`src/design/oip_pkg.sv`:
```
// What this block does
// pin works as inhibit (default), level input, or digital output
// polarity setting inverts pin input or output; non-inverted is default
// level inhibit with pin floating reads high and leaves output alone
// level inhibit low while on forces output zero, indicator and display stay on
// level inhibit releases automatically when pin returns to idle level
// inverted polarity makes a high level the inhibiting level
// level inhibit ramps output to zero and shows inhibit indication
// latching inhibit pulse while on switches output off, indicator off
// latching pulse low phase must last at least 30 us to count
// after latch, output stays off with protection shown until manual turn-on
// latching inhibit with pin floating never changes output state
// output mode drives logic 1, logic 0 or configurable PWM
// value false drives high non-inverted, low inverted
// value true drives low non-inverted, high inverted
// input mode samples pin, applies polarity, output state untouched
`default_nettype none
package oip_pkg;
  // pin function, Gray coded
  typedef enum logic [1:0] {
    OIP_FN_INHIBIT = 2'h0,
    OIP_FN_INPUT   = 2'h1,
    OIP_FN_OUTPUT  = 2'h3
  } oip_func_type;
  typedef enum logic [1:0] {
    OIP_OUT_FALSE = 2'h0,
    OIP_OUT_TRUE  = 2'h1,
    OIP_OUT_PWM   = 2'h3
  } oip_outsel_type;
  // pin configuration bundle
  typedef struct packed {
    oip_func_type   func;
    logic           invert;
    logic           latch_mode;
    oip_outsel_type out_sel;
  } oip_cfg_type;
  localparam int unsigned CLK_MHZ        = 250;
  localparam int unsigned PULSE_MIN_NS   = 30000;
  localparam int unsigned PULSE_MIN_CYC  = (PULSE_MIN_NS * CLK_MHZ + 999) / 1000;
  localparam int unsigned PULSE_CNT_W    = 16;
  localparam int unsigned PWM_W          = 16;
  localparam int unsigned RAMP_W         = 16;
  localparam logic [RAMP_W-1:0] RAMP_FULL = 16'hFFFF;
endpackage
`default_nettype wire

```
`src/design/oip_top.sv`:
```
`default_nettype none
module oip_top
  import oip_pkg::*;
#(
  parameter int unsigned PULSE_MIN = PULSE_MIN_CYC,
  parameter logic [RAMP_W-1:0] RAMP_STEP = 16'h0040
) (
  // clock and reset
  input  wire logic              sys_clk_i,
  input  wire logic              reset_n_i,
  // configuration
  input  wire oip_cfg_type       cfg_i,
  input  wire logic [PWM_W-1:0]  pwm_period_i,
  input  wire logic [PWM_W-1:0]  pwm_high_i,
  // output on/off control
  input  wire logic              on_req_i,
  input  wire logic              off_req_i,
  // pin
  input  wire logic              pin_i,
  output logic                   pin_o,
  output logic                   pin_oe_o,
  // status
  output logic                   output_on_o,
  output logic                   output_enable_o,
  output logic [RAMP_W-1:0]      output_level_o,
  output logic                   inhibit_active_indication_o,
  output logic                   latched_protection_indication_o,
  output logic                   input_level_o
);
  ////////////////////////////////////////////////////////////////////////////
  logic rst_meta_ff, rst_sync_ff;
  logic pin_ff;
  logic active_lvl;
  logic on_ff, latched_ff, inh_ff, in_lvl_ff, pin_out_ff, pwm_q_ff;
  logic [PULSE_CNT_W-1:0] low_cnt_ff;
  logic [PWM_W-1:0]       pwm_cnt_ff;
  logic [RAMP_W-1:0]      level_ff;
  logic inh_mode, lvl_mode, lat_mode, pulse_ok, nxt_pin_out;

  // pin function decode, shared by mode logic, input sampling and pad enable
  function automatic logic func_is(input oip_func_type sel, input oip_func_type want);
    return (sel == want);
  endfunction

  // reset release through two flops
  always_ff @(posedge sys_clk_i or negedge reset_n_i) begin
    if (!reset_n_i) begin
      rst_meta_ff <= 1'b0;
      rst_sync_ff <= 1'b0;
    end else begin
      rst_meta_ff <= 1'b1;
      rst_sync_ff <= rst_meta_ff;
    end
  end

  // pin sample, floating pin reads high through the pad pull-up
  always_ff @(posedge sys_clk_i or negedge rst_sync_ff) begin
    if (!rst_sync_ff) pin_ff <= 1'b1;
    else              pin_ff <= pin_i;
  end

  // pin level after polarity: high means asserted (inhibiting) level
  assign active_lvl = cfg_i.invert ? pin_ff : ~pin_ff;
  assign inh_mode   = func_is(cfg_i.func, OIP_FN_INHIBIT);
  assign lvl_mode   = inh_mode && !cfg_i.latch_mode;
  assign lat_mode   = inh_mode && cfg_i.latch_mode;

  ////////////////////////////////////////////////////////////////////////////
  // low-phase width counter for latching mode, saturating
  always_ff @(posedge sys_clk_i or negedge rst_sync_ff) begin
    if (!rst_sync_ff) low_cnt_ff <= '0;
    else if (!lat_mode || !active_lvl) low_cnt_ff <= '0;
    else if (low_cnt_ff != '1) low_cnt_ff <= low_cnt_ff + 1'b1;
  end
  // qualifying pulse seen exactly when width is first reached
  assign pulse_ok = lat_mode && active_lvl &&
                    (low_cnt_ff == PULSE_CNT_W'(PULSE_MIN - 1));

  // on/off state and protection latch; manual turn-on clears latch
  always_ff @(posedge sys_clk_i or negedge rst_sync_ff) begin
    if (!rst_sync_ff) begin
      on_ff      <= 1'b0;
      latched_ff <= 1'b0;
    end else if (pulse_ok && on_ff) begin
      on_ff      <= 1'b0;
      latched_ff <= 1'b1;
    end else if (on_req_i) begin
      on_ff      <= 1'b1;
      latched_ff <= 1'b0;
    end else if (off_req_i) begin
      on_ff      <= 1'b0;
    end
  end

  // level inhibit flag; idle pin (high) leaves output alone
  always_ff @(posedge sys_clk_i or negedge rst_sync_ff) begin
    if (!rst_sync_ff) inh_ff <= 1'b0;
    else              inh_ff <= lvl_mode && on_ff && active_lvl;
  end

  // output ramp: down to zero while inhibited, back up on release
  always_ff @(posedge sys_clk_i or negedge rst_sync_ff) begin
    if (!rst_sync_ff) level_ff <= '0;
    else if (!on_ff) level_ff <= '0;
    else if (inh_ff) level_ff <= (level_ff > RAMP_STEP) ? level_ff - RAMP_STEP : '0;
    else level_ff <= (RAMP_FULL - level_ff > RAMP_STEP) ? level_ff + RAMP_STEP
                                                         : RAMP_FULL;
  end

  // input mode sampled level after polarity
  always_ff @(posedge sys_clk_i or negedge rst_sync_ff) begin
    if (!rst_sync_ff) in_lvl_ff <= 1'b0;
    else if (func_is(cfg_i.func, OIP_FN_INPUT)) in_lvl_ff <= active_lvl;
  end

  ////////////////////////////////////////////////////////////////////////////
  // pwm generator
  always_ff @(posedge sys_clk_i or negedge rst_sync_ff) begin
    if (!rst_sync_ff) begin
      pwm_cnt_ff <= '0;
      pwm_q_ff   <= 1'b0;
    end else begin
      pwm_cnt_ff <= (pwm_cnt_ff >= pwm_period_i) ? '0 : pwm_cnt_ff + 1'b1;
      pwm_q_ff   <= (pwm_cnt_ff < pwm_high_i);
    end
  end

  // logical true drives low unless inverted
  always_comb begin
    case (cfg_i.out_sel)
      OIP_OUT_TRUE:  nxt_pin_out = cfg_i.invert;
      OIP_OUT_FALSE: nxt_pin_out = ~cfg_i.invert;
      OIP_OUT_PWM:   nxt_pin_out = pwm_q_ff ^ ~cfg_i.invert;
      default:       nxt_pin_out = ~cfg_i.invert;
    endcase
  end

  // registered pad value, idles high like a released pin
  always_ff @(posedge sys_clk_i or negedge rst_sync_ff) begin
    if (!rst_sync_ff) pin_out_ff <= 1'b1;
    else              pin_out_ff <= nxt_pin_out;
  end

  ////////////////////////////////////////////////////////////////////////////
  assign pin_o                           = pin_out_ff;
  assign pin_oe_o                        = func_is(cfg_i.func, OIP_FN_OUTPUT);
  assign output_on_o                     = on_ff;
  assign output_enable_o                 = on_ff && !inh_ff;
  assign output_level_o                  = level_ff;
  assign inhibit_active_indication_o     = inh_ff;
  assign latched_protection_indication_o = latched_ff;
  assign input_level_o                   = in_lvl_ff;
endmodule
`default_nettype wire

```
`config.mk`:
```
export PLATFORM = sky130hd
export DESIGN_NAME = oip_top
export DESIGN_NICKNAME = d
export VERILOG_FILES = /design/src/design/oip_pkg.sv /design/src/design/oip_top.sv
export SDC_FILE = /design/constraint.sdc
export NUM_CORES = 1
export LEC_CHECK = 0
export BUFFER_PORTS_ARGS = -buffer_cell sky130_fd_sc_hd__buf_4
export CORE_AREA = 2 2 92 94
export DETAILED_ROUTE_END_ITERATION = 16
export DIE_AREA = 0 0 94 96
export GPL_ROUTABILITY_DRIVEN = 0
export GPL_TIMING_DRIVEN = 0
export PLACE_DENSITY = 0.72
export SYNTH_ARGS = -nofsm -noshare
export SYNTH_HDL_FRONTEND = slang
export SYNTH_SLANG_ARGS = --single-unit
export TNS_END_PERCENT = 100
```
`constraint.sdc`:
```
create_clock -name sys_clk_i -period 1.9 [get_ports sys_clk_i]
set_clock_uncertainty 0.15 [all_clocks]
set_input_delay 0.095 -clock sys_clk_i [delete_from_list [all_inputs] [get_ports sys_clk_i]]
set_output_delay 0.095 -clock sys_clk_i [all_outputs]
set_load 0.1 [all_outputs]
```
==> flow_summary.json <==
{
  "drive_gt1_frac": 0.408,
  "synth-edff-count": 0,
  "power-per-cell-area_mw_per_mm2": 742,
  "drt_iter0_markers": 141,
  "rsz0062_at_grt": "true",
  "tns_ns": -4.18,
  "grt_pass1_wl_um": 14200,
  "seq_area_frac_synth": 0.373,
  "diodes": 0,
  "io_buffers": 65,
  "max_freq_mhz": 452,
  "synth_area_per_cell_um2": 8.77,
  "synthXorXnorAreaFrac": 0.0676,
  "die_area_mm2": 0.00902,
  "hold_path.class": "reg2async",
  "drc": 0,
  "gr-total-overflow": 0,
  "cp.arrival_ns": 2.25,
  "synth_cells": 399,
  "grt_usage": 0.199,
  "async_flop_share": 1.00,
  "postPlaceCellArea_mm2": 0.00423,
  "dr.pass1.iters": 4,
  "critPathCaptureType": "register",
  "maxCapViolCount": 0,
  "rows": 33,
  "gr-usage-met3": 0.0345,
  "area_growth_pct": 46.4,
  "r2r_end": "output_level_o[7]$_DFF_PN0_",
  "vias_per_cell": 5.48,
  "period_share": 1.16,
  "die_h_um": 96,
  "finalSetupViolations": 28,
  "vias": 3433,
  "clock_path_buffers": 2,
  "core-area_mm2": 0.00805,
  "ys_ff_latch": 52,
  "synth_simple_gate_area_frac": 0.212,
  "synth_cell_types": 52,
  "synthAdderAreaFrac": 0.136,
  "critPathMaxFanout": 5,
  "synthTopCellsByArea": "dfrtp_1, ha_1, inv_1",
  "final_util": 0.636,
  "dp.final_hpwl_um": 5960,
  "cts.sinks": 52,
  "start_util": 0.435,
  "path_class": "reg2reg",
  "use_met2": 0.368,
  "grt_max_degree": 38,
  "synth_mux_area_frac": 0.00286,
  "cts_root_buffer": "clkbuf_8",
  "grt_pass1_vias": 3201,
  "syn-num-nets": 480,
  "hold_violations": 0,
  "syn_area_mm2": 0.00350,
  "finish.net_count": 602,
  "synth-compound-area-share": 0.138,
  "die_w_um": 94,
  "ant_nets": 0,
  "setup_slack_ns": -0.310,
  "status": "complete, but fails checks",
  "path_clk_slew_ns": 0.11,
  "synth_ff_type": "dfrtp_1",
  "critPathLaunchType": "register",
  "regToRegSetupSlack_ns": -0.31,
  "routed_wirelength_um": 9320,
  "ir_drop_mv": 0.488,
  "routedWlPerCell_um": 14.9,
  "pin_count": 66,
  "clock_latency_ns": 0.33,
  "p_leak_nw": 2.37,
  "fill_cells": 627,
  "cts-htree-levels": 2,
  "design_area_mm2": 0.00512,
  "reg2regPathDepth": 6,
  "grt_use_met1": 0.230,
  "globalRoute.busiestLayer": "met2",
  "min_period_ns": 2.21,
  "synth_top_area_share": 0.358,
  "violations": "negative setup slack",
  "synth_top_family_by_area": "simple AND/OR/NAND/NOR gates",
  "r2r_start": "output_level_o[12]$_DFF_PN0_",
  "slew_viol_final": 0,
  "antenna_found_initial": 0,
  "hold-worst-slack_ns": 0.00454,
  "synth_area_leader_cell": "dfrtp_1",
  "cts_tree": "yes",
  "cts_buffers": 5,
  "yosys_warnings": 0,
  "cp.required_ns": 1.94
}
==> where the power goes <==
part	switching [W]	internal, W	leakage (nW)
Sequential	0.000159	0.00122	0.650
Clock	0.000416	0.000400	0.0600
Combinational	0.000903	0.000699	1.66
==> registers in the layout (all words and copies together), names as in the netlist <==
| register | count |
|---|---|
| pin_o | 1 |
| rst_meta_ff | 1 |
| output_on_o | 1 |
| pwm_cnt_ff | 16 |
| input_level_o | 1 |
| output_level_o | 11 |
| low_cnt_ff | 16 |
| latched_protection_indication_o | 1 |
| rst_sync_ff | 1 |
| pwm_q_ff | 1 |
| inhibit_active_indication_o | 1 |
| pin_ff | 1 |
==> worst max-delay path: stages, from the launching register on <==
cell	delay (ns)
dfrtp_2	0.43
or3_4	0.38
or3_4	0.35
o41ai_4	0.39
buf_4	0.22
buf_12	0.12
a211oi_2	0.03
==> metal layers <==
metal  routed length, µm  vias up
met1                3760     1671
met3                 421       26
li1                    -     1633
met4                 198        0
met5                   0        -
met2                4940      103
==> how the worst max path moves through the flow <==
stage	start	end	slack, ns	cells past startpoint
after floorplan	output_level_o[7]$_DFF_PN0_	output_level_o[12]$_DFF_PN0_	-0.56	7
after global placement	rst_sync_ff$_DFF_PN0_	output_level_o[12]$_DFF_PN0_	-0.56	0
after detailed placement	output_level_o[12]$_DFF_PN0_	output_level_o[8]$_DFF_PN0_	-0.45	6
after CTS	output_level_o[12]$_DFF_PN0_	output_level_o[7]$_DFF_PN0_	-0.29	6
after global routing	output_level_o[12]$_DFF_PN0_	output_level_o[8]$_DFF_PN0_	-0.39	6
final	output_level_o[12]$_DFF_PN0_	output_level_o[7]$_DFF_PN0_	-0.31	6
==> cell families after synthesis <==
group | count (synthesis)
mux | 1
flops | 52
compound gates | 72
fa+ha+maj | 38
simple gates | 151
other cells | 1
buf+inv | 57
xor+xnor | 27
==> repair_timing <==
item | CTS | global route
pin swaps | 9 | 29
setup endpoints to repair | 36 | 44
gates resized for setup | 13 | 62
setup buffers | 19 | 20
cloned | 0 | 1
hold buffers | 11 | 0
hold endpoints to repair | 8 | 0
==> cell type report <==
cell class	instances	area [µm²]	area share
buffer	10	78.8	0.0154
clock buffer	5	68.8	0.0134
clock inverter	3	46.3	0.00904
inverter	45	169	0.0330
multi-input combinational	290	2350	0.458
sequential	52	1340	0.261
tap	105	131	0.0256
timing repair buffer	117	947	0.185
==> placed cells by master, fill, tap and decap left out, types with 3 or more instances in the layout <==
| master | n |
|---|---|
| buf_4 | 108 |
| inv_1 | 44 |
| nor2_1 | 30 |
| dfrtp_2 | 26 |
| ha_1 | 24 |
| dfrtp_1 | 24 |
| nand2_1 | 22 |
| a21oi_1 | 18 |
| nand3_1 | 17 |
| nor3_1 | 16 |
| xnor2_1 | 14 |
| nand4_1 | 13 |
| xor2_1 | 13 |
| ha_4 | 13 |
| dlygate4sd3_1 | 11 |
| o21ai_0 | 8 |
| nor2_4 | 7 |
| and3_1 | 7 |
| nor2_2 | 7 |
| a21o_1 | 6 |
| clkbuf_8 | 6 |
| nand2b_1 | 5 |
| a21oi_2 | 4 |
| a31oi_1 | 4 |
| a211oi_1 | 4 |
| a211oi_2 | 3 |
| nor3_2 | 3 |
| o21bai_1 | 3 |
| buf_12 | 3 |
==> stage by stage <==
| step | worst slack (ns) | total power [W] | cells |
|---|---|---|---|
| after floorplan | -0.558 | 0.00221 | 399 |
| after global routing | -0.385 | 0.00401 | 627 |
| after detailed placement | -0.452 | 0.00252 | 570 |
| after CTS | -0.285 | 0.00349 | 608 |
| final | -0.310 | 0.00380 | 627 |
| after global placement | -0.557 | 0.00247 | 569 |
==> cells in the mapped netlist (2+ instances only) <==
cell,instances
buf_4,6
o21a_1,2
o211ai_1,2
inv_1,45
or2_2,2
nor3_1,20
a21boi_0,2
a21oi_1,21
ha_1,38
nand2b_1,5
nor2b_1,2
o221ai_1,2
dfstp_2,2
nand2_1,24
nand4_1,13
xnor2_1,14
nor2_1,44
and3_1,7
dfrtp_1,50
or3_1,4
a221oi_1,2
a31oi_1,5
clkbuf_1,3
o2111ai_1,2
nand3_1,19
o21ai_0,10
nor4_1,3
xor2_1,13
a21o_1,6
o21bai_1,3
a211oi_1,7
No activity file was read; power rests on OpenSTA's default activity.
